## config.mk

```make
export PLATFORM = sky130hd
export DESIGN_NAME = eeprom_slave
export DESIGN_NICKNAME = d
export VERILOG_FILES = /design/src/hw/eeprom_pkg.sv /design/src/hw/eeprom_slave.sv
export SDC_FILE = /design/constraint.sdc
export NUM_CORES = 2
export LEC_CHECK = 0
export BUFFER_PORTS_ARGS = -buffer_cell sky130_fd_sc_hd__buf_4
export CAP_MARGIN = 20
export CORE_MARGIN = 4
export CORE_UTILIZATION = 59
export CTS_BUF_LIST = sky130_fd_sc_hd__clkbuf_4
export CTS_CLUSTER_SIZE = 28
export DETAILED_ROUTE_END_ITERATION = 10
export PLACE_DENSITY = 0.83
export RECOVER_POWER = 50
export SLEW_MARGIN = 20
export SYNTH_ARGS = -nofsm -noshare
export SYNTH_HDL_FRONTEND = slang
export SYNTH_HIERARCHICAL = 1
export SYNTH_MEMORY_MAX_BITS = 65536
export SYNTH_SLANG_ARGS = --single-unit
export TNS_END_PERCENT = 20
```

## constraint.sdc

```tcl
create_clock -name ref_clk -period 14.8 [get_ports ref_clk]
set_clock_uncertainty 0.05 [all_clocks]
set_input_delay 2.96 -clock ref_clk [delete_from_list [all_inputs] [get_ports ref_clk]]
set_output_delay 2.96 -clock ref_clk [all_outputs]
set_load 0.02 [all_outputs]
```

## src/hw/eeprom_pkg.sv

```systemverilog
package eeprom_pkg;
  // reference clock
  localparam int          CLK_MHZ     = 50;     // ref_clk rate
  // erase/write timing, typical figures
  localparam real         T_BYTE_MS   = 10.0;   // byte mode, per byte
  localparam real         T_ERASE_MS  = 3.5;    // page mode erase
  localparam real         T_PROG_MS   = 28.0;   // page mode, all bytes
  localparam int          PAGE_BYTES  = 8;      // bytes per page write
  localparam int          BYTE_CYC    = int'(T_BYTE_MS * 1000.0 * CLK_MHZ);
  localparam int          ERASE_CYC   = int'(T_ERASE_MS * 1000.0 * CLK_MHZ);
  localparam int          PBYTE_CYC   = int'(T_PROG_MS * 1000.0 * CLK_MHZ) / PAGE_BYTES;
  // bit counter marks
  localparam logic [3:0]  CNT_BYTE    = 4'h8;   // eight bits shifted
  localparam logic [3:0]  CNT_ACK     = 4'h9;   // inside acknowledge slot
  localparam logic [3:0]  NB_FULL     = 4'h8;   // page limit in bytes
  // reset values
  localparam logic [7:0]  PTR_RST     = 8'h00;  // word pointer
  localparam logic [31:0] TIMER_RST   = 32'h0;  // program timer

  // link states
  typedef enum logic [2:0] {
    ST_IDLE, ST_DEV, ST_WADDR, ST_WDATA, ST_READ, ST_SKIP
  } link_state_e;

  // one byte waiting to be programmed
  typedef struct packed {
    logic [10:0] addr;  // full memory address
    logic [7:0]  data;  // byte value
  } wr_word_s;
endpackage

```

## src/hw/eeprom_slave.sv

```systemverilog
`timescale 1ns/1ns

////////////////////////////////////////////////////////////////////////////////
// write staging buffer
module wr_fifo #(
  parameter int W     = 19,  // word width
  parameter int DEPTH = 16   // entries, power of two
) (
  input  wire logic         ref_clk,    // system clock
  input  wire logic         rst,        // async reset
  input  wire logic         ce,         // clock enable
  input  wire logic         flush,      // drop all entries
  input  wire logic         in_valid,   // push request
  output logic              in_ready,   // room available
  input  wire logic [W-1:0] in_data,    // pushed word
  output logic              out_valid,  // word available
  input  wire logic         out_ready,  // pop request
  output logic [W-1:0]      out_data    // head word
);
  localparam int AW = $clog2(DEPTH);
  initial if (DEPTH < 2 || (1 << AW) != DEPTH) $error("wr_fifo depth invalid");

  logic [W-1:0] mem_q [DEPTH];  // storage
  logic [AW:0]  wp_q;           // write pointer
  logic [AW:0]  rp_q;           // read pointer
  wire          push = in_valid & in_ready;
  wire          pop  = out_valid & out_ready;

  assign in_ready  = (wp_q ^ rp_q) != {1'b1, {AW{1'b0}}};
  assign out_valid = wp_q != rp_q;
  assign out_data  = mem_q[rp_q[AW-1:0]];

  // pointers
  always_ff @(posedge ref_clk or posedge rst)
  begin
    if (rst)
    begin
      wp_q <= '0;
      rp_q <= '0;
    end
    else if (ce)
    begin
      wp_q <= flush ? '0 : wp_q + (AW+1)'(push);
      rp_q <= flush ? '0 : rp_q + (AW+1)'(pop);
    end
  end

  // storage write
  always_ff @(posedge ref_clk)
  begin
    if (ce && push)
      mem_q[wp_q[AW-1:0]] <= in_data;
  end
endmodule // wr_fifo

////////////////////////////////////////////////////////////////////////////////
// two-wire serial eeprom slave
module eeprom_slave #(
  parameter int          PAGE_BITS = 1,          // 0,1,2 page bits from select
  parameter int          FIFO_DEPTH = 16,        // staging depth
  parameter logic [3:0]  DEV_TYPE  = 4'h5,       // arbitrary value
  parameter int unsigned BYTE_CYCLES  = eeprom_pkg::BYTE_CYC,   // byte mode
  parameter int unsigned ERASE_CYCLES = eeprom_pkg::ERASE_CYC,  // page erase
  parameter int unsigned PBYTE_CYCLES = eeprom_pkg::PBYTE_CYC   // page byte
) (
  input  wire logic ref_clk,         // system clock
  input  wire logic rst,             // async reset
  input  wire logic ce,              // clock enable
  input  wire logic scl_in,          // serial clock pin
  input  wire logic sda_in,          // serial data pin level
  output logic      sda_out,         // data drive value, always low
  output logic      sda_oe,          // pull data low
  input  wire logic select_input_0,  // select pin 0
  input  wire logic select_input_1,  // select pin 1
  input  wire logic select_input_2,  // select pin 2
  input  wire logic wp,              // write protect pin
  output logic      write_busy       // programming in progress
);
  import eeprom_pkg::*;
  localparam int AW = 8 + PAGE_BITS;
  localparam logic [2:0] SEL_MASK = 3'(3'b111 << PAGE_BITS);
  localparam int FW = $bits(wr_word_s);
  initial if (PAGE_BITS > 2 || FIFO_DEPTH < PAGE_BYTES) $error("bad parameters");

  //////////////////////////////////////////////////////////////////////////////
  // pin synchronisers
  logic [5:0]  in_m_q;   // first stage
  logic [5:0]  in_s_q;   // second stage
  logic [1:0]  prev_q;   // last scl, sda

  always_ff @(posedge ref_clk or posedge rst)
  begin
    if (rst)
    begin
      in_m_q <= 6'h3F;
      in_s_q <= 6'h3F;
      prev_q <= 2'h3;
    end
    else if (ce)
    begin
      in_m_q <= {scl_in, sda_in, wp, select_input_2, select_input_1, select_input_0};
      in_s_q <= in_m_q;
      prev_q <= in_s_q[5:4];
    end
  end

  wire       scl_s  = in_s_q[5];
  wire       sda_s  = in_s_q[4];
  wire       wp_s   = in_s_q[3];
  wire [2:0] sel_s  = in_s_q[2:0];
  wire       rise   = ce & scl_s & ~prev_q[1];
  wire       fall   = ce & ~scl_s & prev_q[1];
  wire       start_ev = ce & scl_s & prev_q[1] & prev_q[0] & ~sda_s;
  wire       stop_ev  = ce & scl_s & prev_q[1] & ~prev_q[0] & sda_s;

  //////////////////////////////////////////////////////////////////////////////
  // protocol state
  link_state_e state_q;     // link state
  logic [3:0]  cnt_q;       // bit counter
  logic [7:0]  sh_q;        // received byte
  logic [7:0]  tx_q;        // byte being sent
  logic        oe_q;        // data pull-down
  logic        nack_q;      // master declined
  logic [7:0]  ptr_q;       // word pointer
  logic [2:0]  pg_q;        // page from address byte
  logic [3:0]  nb_q;        // data bytes this write
  logic        discard_q;   // write overflowed
  logic        busy_q;      // programming
  logic        erasing_q;   // erase phase
  logic        page_q;      // page mode timing
  logic [31:0] timer_q;     // phase timer
  logic [7:0]  mem_q [1 << AW];  // array
  logic        fi_ready;    // fifo room
  logic        fo_valid;    // fifo word
  wr_word_s    fo_word;     // fifo head

  // decode of the finished byte
  wire [10:0]  cur_addr = {pg_q, ptr_q};
  wire [7:0]   mem_byte = mem_q[cur_addr[AW-1:0]];
  wire         rx_done  = fall & (cnt_q == CNT_BYTE) & (state_q != ST_IDLE);
  wire         ack_end  = fall & (cnt_q == CNT_ACK) & (state_q != ST_IDLE);
  wire         dev_hit  = (sh_q[7:4] == DEV_TYPE) &
                          (((sh_q[3:1] ^ sel_s) & SEL_MASK) == 3'h0);
  wire         wr_prot  = wp_s & (PAGE_BITS > 0) & cur_addr[AW-1];
  wire         wr_ok    = (nb_q < NB_FULL) & ~wr_prot & fi_ready & ~discard_q;
  wire         push     = rx_done & (state_q == ST_WDATA) & wr_ok;
  wire         rd_go    = ack_end & (state_q == ST_READ) & ~nack_q;
  wire         commit   = stop_ev & (state_q == ST_WDATA) & (nb_q != 4'h0) &
                          ~discard_q & ~busy_q;
  wire         flush    = (start_ev | stop_ev) & ~busy_q & ~commit;
  wire         pop      = busy_q & ~erasing_q & (timer_q == TIMER_RST) & fo_valid;

  // acknowledge and next state for the byte just shifted
  logic        ack_now;
  link_state_e nxt_state;
  always_comb
  begin
    ack_now   = 1'b0;
    nxt_state = state_q;
    case (state_q)
      ST_DEV:
      begin
        ack_now   = dev_hit & ~busy_q;
        nxt_state = ~ack_now ? ST_SKIP : sh_q[0] ? ST_READ : ST_WADDR;
      end
      ST_WADDR:
      begin
        ack_now   = 1'b1;
        nxt_state = ST_WDATA;
      end
      ST_WDATA: ack_now = wr_ok;
      default:  ack_now = 1'b0;
    endcase
  end

  //////////////////////////////////////////////////////////////////////////////
  // bit engine: sample on rise, drive on fall
  always_ff @(posedge ref_clk or posedge rst)
  begin
    if (rst)
    begin
      state_q <= ST_IDLE;
      cnt_q   <= 4'h0;
      sh_q    <= 8'h00;
      tx_q    <= 8'hFF;
      oe_q    <= 1'b0;
      nack_q  <= 1'b0;
    end
    else if (start_ev)
    begin
      state_q <= ST_DEV;
      cnt_q   <= 4'h0;
      oe_q    <= 1'b0;
      nack_q  <= 1'b0;
    end
    else if (stop_ev)
    begin
      state_q <= ST_IDLE;
      cnt_q   <= 4'h0;
      oe_q    <= 1'b0;
    end
    else if (state_q != ST_IDLE)
    begin
      if (rise && cnt_q < CNT_BYTE)
      begin
        sh_q  <= {sh_q[6:0], sda_s};
        tx_q  <= {tx_q[6:0], 1'b1};
        cnt_q <= cnt_q + 4'h1;
      end
      if (rise && cnt_q == CNT_ACK)
        nack_q <= sda_s;
      if (rx_done)
      begin
        cnt_q   <= CNT_ACK;
        oe_q    <= ack_now;
        state_q <= nxt_state;
      end
      if (ack_end)
      begin
        cnt_q <= 4'h0;
        oe_q  <= rd_go & ~mem_byte[7];
        tx_q  <= rd_go ? mem_byte : 8'hFF;
        if (state_q == ST_READ && nack_q)
          state_q <= ST_SKIP;
      end
      if (fall && cnt_q != 4'h0 && cnt_q < CNT_BYTE && state_q == ST_READ)
        oe_q <= ~tx_q[7];
    end
  end

  // word pointer, page and write byte count
  always_ff @(posedge ref_clk or posedge rst)
  begin
    if (rst)
    begin
      ptr_q     <= PTR_RST;
      pg_q      <= 3'h0;
      nb_q      <= 4'h0;
      discard_q <= 1'b0;
    end
    else if (ce)
    begin
      if (start_ev)
        nb_q <= 4'h0;
      if (rx_done && state_q == ST_DEV && ack_now)
        pg_q <= sh_q[3:1] & ~SEL_MASK;
      if (rx_done && state_q == ST_WADDR)
      begin
        ptr_q     <= sh_q;
        discard_q <= 1'b0;
      end
      if (push)
      begin
        ptr_q[2:0] <= ptr_q[2:0] + 3'h1;
        nb_q       <= nb_q + 4'h1;
      end
      if (rx_done && state_q == ST_WDATA && nb_q == NB_FULL)
        discard_q <= 1'b1;
      if (rd_go)
        ptr_q <= ptr_q + 8'h01;
    end
  end

  //////////////////////////////////////////////////////////////////////////////
  // erase/write timing after stop
  always_ff @(posedge ref_clk or posedge rst)
  begin
    if (rst)
    begin
      busy_q    <= 1'b0;
      erasing_q <= 1'b0;
      page_q    <= 1'b0;
      timer_q   <= TIMER_RST;
    end
    else if (ce)
    begin
      if (commit)
      begin
        busy_q    <= 1'b1;
        page_q    <= nb_q == NB_FULL;
        erasing_q <= nb_q == NB_FULL;
        timer_q   <= (nb_q == NB_FULL) ? 32'(ERASE_CYCLES - 1) : 32'(BYTE_CYCLES - 1);
      end
      else if (busy_q)
      begin
        if (!erasing_q && !fo_valid)
          busy_q <= 1'b0;
        else if (timer_q != TIMER_RST)
          timer_q <= timer_q - 32'h1;
        else if (erasing_q)
        begin
          erasing_q <= 1'b0;
          timer_q   <= 32'(PBYTE_CYCLES - 1);
        end
        else
          timer_q <= page_q ? 32'(PBYTE_CYCLES - 1) : 32'(BYTE_CYCLES - 1);
      end
    end
  end

  // memory array programming
  always_ff @(posedge ref_clk)
  begin
    if (ce && pop)
      mem_q[fo_word.addr[AW-1:0]] <= fo_word.data;
  end

  // write data staging
  wr_fifo #(.W(FW), .DEPTH(FIFO_DEPTH)) u_fifo (
    .ref_clk   (ref_clk),
    .rst       (rst),
    .ce        (ce),
    .flush     (flush),
    .in_valid  (push),
    .in_ready  (fi_ready),
    .in_data   ({cur_addr, sh_q}),
    .out_valid (fo_valid),
    .out_ready (pop),
    .out_data  (fo_word)
  );

  assign sda_out    = 1'b0;
  assign sda_oe     = oe_q;
  assign write_busy = busy_q;

  //////////////////////////////////////////////////////////////////////////////
  // checks
  AST_START_OPENS: assert property (@(posedge ref_clk) disable iff (rst)
    start_ev |=> state_q == ST_DEV && cnt_q == 4'h0 && !oe_q)
    else $error("start did not open transfer");
  AST_STOP_CLOSES: assert property (@(posedge ref_clk) disable iff (rst)
    stop_ev |=> state_q == ST_IDLE && !oe_q)
    else $error("stop did not close transfer");
  AST_BUSY_NO_ACK: assert property (@(posedge ref_clk) disable iff (rst)
    (rx_done && state_q == ST_DEV && busy_q) |=> !oe_q && state_q == ST_SKIP)
    else $error("acknowledged while busy");
  AST_TYPE_MISMATCH: assert property (@(posedge ref_clk) disable iff (rst)
    (rx_done && state_q == ST_DEV && sh_q[7:4] != DEV_TYPE) |=> !oe_q)
    else $error("wrong type acknowledged");
  AST_WADDR_ACK: assert property (@(posedge ref_clk) disable iff (rst)
    (rx_done && state_q == ST_WADDR) |=> oe_q && state_q == ST_WDATA)
    else $error("word address not acknowledged");
  AST_NINTH_NACK: assert property (@(posedge ref_clk) disable iff (rst)
    (rx_done && state_q == ST_WDATA && nb_q == NB_FULL) |=> !oe_q && discard_q)
    else $error("ninth byte acknowledged");
  AST_WP_NACK: assert property (@(posedge ref_clk) disable iff (rst)
    (rx_done && state_q == ST_WDATA && wr_prot) |=> !oe_q)
    else $error("protected byte acknowledged");
  AST_PAGE_WRAP: assert property (@(posedge ref_clk) disable iff (rst)
    push |=> ptr_q[7:3] == $past(ptr_q[7:3]) && ptr_q[2:0] == $past(ptr_q[2:0]) + 3'h1)
    else $error("page pointer wrap wrong");
  AST_READ_INC: assert property (@(posedge ref_clk) disable iff (rst)
    rd_go |=> ptr_q == $past(ptr_q) + 8'h01 && pg_q == $past(pg_q))
    else $error("read pointer not advanced");
  AST_COMMIT_BUSY: assert property (@(posedge ref_clk) disable iff (rst)
    commit |=> busy_q && write_busy)
    else $error("programming did not start");
endmodule // eeprom_slave

```

==> metrics.md <==
| Metric | Value |
|---|---|
| DIE HEIGHT | roughly 550 um |
| Post-Synthesis Cells | ~8400 |
| Clock Tree Buf Depth | 5 |
| Largest net degree at the start of global routing | 265 |
| Via count | slightly below 100k |
| # setup viols final | 0 |
| HPWL after DPL | roughly 260 mm |
| Critical path arrival | ~11 ns |
| Worst R2R Setup Slack | approximately 4.5 ns |
| Fillers | between 15000 and 20000 |
| Worst R2R End | mem_q[337][2] |
| CTS Buf Count | 1147 |
| Synth warnings | 6 |
| Total grt overflow | 0 |
| Initial core utilization | between 50 and 60% |
| DR iter-0 viols | approximately 16000 |
| Post-Syn Area | 174000 um2 |
| Fmax | between 90 and 100 MHz |
| CTS tree | done |
| P_leak | 59.4 nW |
| Fin area | approximately 190000 um2 |
| WHS | 0.441 ns |
| Hold-fix buffers, CTS | 0 |
| Failing checks | capacitance limit, slew limit |
| R2R depth | 10 |
| Vias in the first global route | about 97000 |
| Fin. Hold Viols | 0 |
| CP max FO | between 90 and 100 |
| Clock Sinks | around 4500 |
| Share of layout cells above drive strength 1 | between 20 and 30% |
| Vias/cell | 6.91 |
| Reg2reg start | u_fifo/rp_q[0] |
| CP Class | reg -> reg |
| CTS resizes | 0 |
| Synth Area per Inst | around 21 um2 |
| Die area | a little over 300000 um2 |
| I/O pin total | 12 |
| Pwr/cell area | ~130 nW/um2 |
| Die span in x | between 500 and 600 um |
| Routed wire length per instance | roughly 34 um |
| Status | complete, but fails checks |
| P&R area growth vs syn | 10.3% |
| Crit. End Element | flip-flop |
| Hold path startpoint | tx_q[5] |
| HP Class | reg -> reg |
| CP required | between 15 and 20 ns |
| Reg clk slew, reported paths | 0.07 ns |
| Tcrit/Tclk final | approximately 70% |
| Initial antenna violation count | 37 |
| Final nets | just over 9000 |
| WHS Path Cells | 2 |
| Max cap viols | 36 |
| Routed wire length | approximately 470 mm |
| Core Box Area | between 200000 and 300000 um2 |
| Placed cell area | between 150000 and 200000 um2 |
| Max-slew headroom | -296% |
| # DRC | 0 |
| Post-route minimum period | around 10 ns |
| Num rows | between 150 and 200 |
| First-pass detailed-route iteration total | 9 |
| # port buffers | 9 |
| Peak supply drop | 0.0834 mV |
| Total GRT Usage | 31.0% |
| Root Driver | clkbuf_4 |
| Synthesized net count | between 8000 and 9000 |
| Post-CTS Setup Inserts | 0 |
| Slew Limit Fails | around 1900 |
| Antenna Nets Post-Route | 0 |
| Worst Max-Slew Pin Slew | about 6 ns |
| RSZ-0062 raised after global routing | no |
| CP startpoint kind | flip-flop |
| GP Congestion | 0.910 |
| Global-route wire length before repair | ~670 mm |
| Hold endpoint | tx_q[5] |
| Worst-Skew Late Latency | between 1.5 and 2 ns |
| H-tree depth | 7 |
registers in the layout, summed over array words and instances, names as in the netlist, 2 cells and up:
signal        flops
sh_q              8
nb_q              4
in_m_q            5
mem_q          4096
cnt_q             4
in_s_q            5
u_fifo/wp_q       5
u_fifo/rp_q       5
timer_q          32
ptr_q             8
tx_q              8
u_fifo/mem_q    272
prev_q            2
state_q           3
where the power goes:
group / switching [mW] / total (mW) / internal [mW]
logic: 0.429 / 0.544 / 0.115
clock network: 4.78 / 9.99 / 5.20
registers: 0.0651 / 14.1 / 14.0
total: 5.28 / 24.6 / 19.3
routing by layer:
layer  wire length (um)  share of wire, %  track usage (%)  up-vias
li1                   -                 -                -    37300
met5                244             0.052            0.375        -
met1             146000                31             39.7    47900
met4              28700               6.2             18.5       18
met2             216000                46             45.7     9176
met3              76300                16             11.9     1807
placed cells by master (no fill, tap or decap), types with 45 or more instances in the layout:
cell type,n
mux4_2,1037
nand3_1,60
clkbuf_1,45
nor3_1,46
a221oi_1,53
o221ai_1,54
o22ai_1,57
mux2i_1,391
a21oi_1,142
dfrtp_1,74
nor2_1,652
edfxtp_1,4368
clkinv_1,183
clkbuf_4,1614
buf_4,142
nand2_1,240
diode_2,49
o21ai_0,131
a22oi_1,89
worst max path at each step:
stage / start / to / slack (ns) / cells past startpoint
after global routing: u_fifo/rp_q[0] / mem_q[366][4] / 4.04 / 8
after global placement: ce / tx_q[7] / 8.16 / 9
after detailed placement: ce / tx_q[7] / 8.07 / 9
final: u_fifo/rp_q[0] / mem_q[337][2] / 4.53 / 10
after CTS: ptr_q[0] / tx_q[7] / 8.41 / 10
after floorplan: u_fifo/rp_q[1] / mem_q[0][0] / -1.52 / 6
area by class of cell:
class,count,area [um2],area share [%]
antenna,49,123,0.0638
clock buffer,1614,12100,6.30
clock inverter,228,1230,0.641
inverter,30,126,0.0658
multi-input combinational,3408,38300,19.9
sequential,4464,134000,69.5
tap,3919,4900,2.55
timing repair buffer,213,1780,0.928
worst max-delay path: stages, from the launching register on:
cell and delay, ns:
dfrtp_1 1.44, nor2b_1 0.11, clkbuf_1 0.55, a22oi_1 0.43, mux2i_1 0.18, o21ai_4 0.15
clkbuf_1 2.00, clkbuf_1 2.85, buf_4 0.70, buf_16 0.31, buf_4 0.83
metrics by stage:
| stage | setup slack [ns] | utilization [%] | power, mW | cells | setup TNS (ns) |
|---|---|---|---|---|---|
| after floorplan | -1.52 | - | 14.8 | 8422 | -4661.60 |
| after global placement | 8.16 | 60.8 | 14.8 | 12000 | 0 |
| after detailed placement | 8.07 | 60.8 | 14.8 | 12000 | 0 |
| after CTS | 8.41 | 65.4 | 24.6 | 13900 | 0 |
| after global routing | 4.04 | 65.3 | 25.4 | 13900 | 0 |
| final | 4.53 | 65.4 | 24.6 | 13900 | 0 |
No activity file was read; power rests on OpenSTA's default activity.
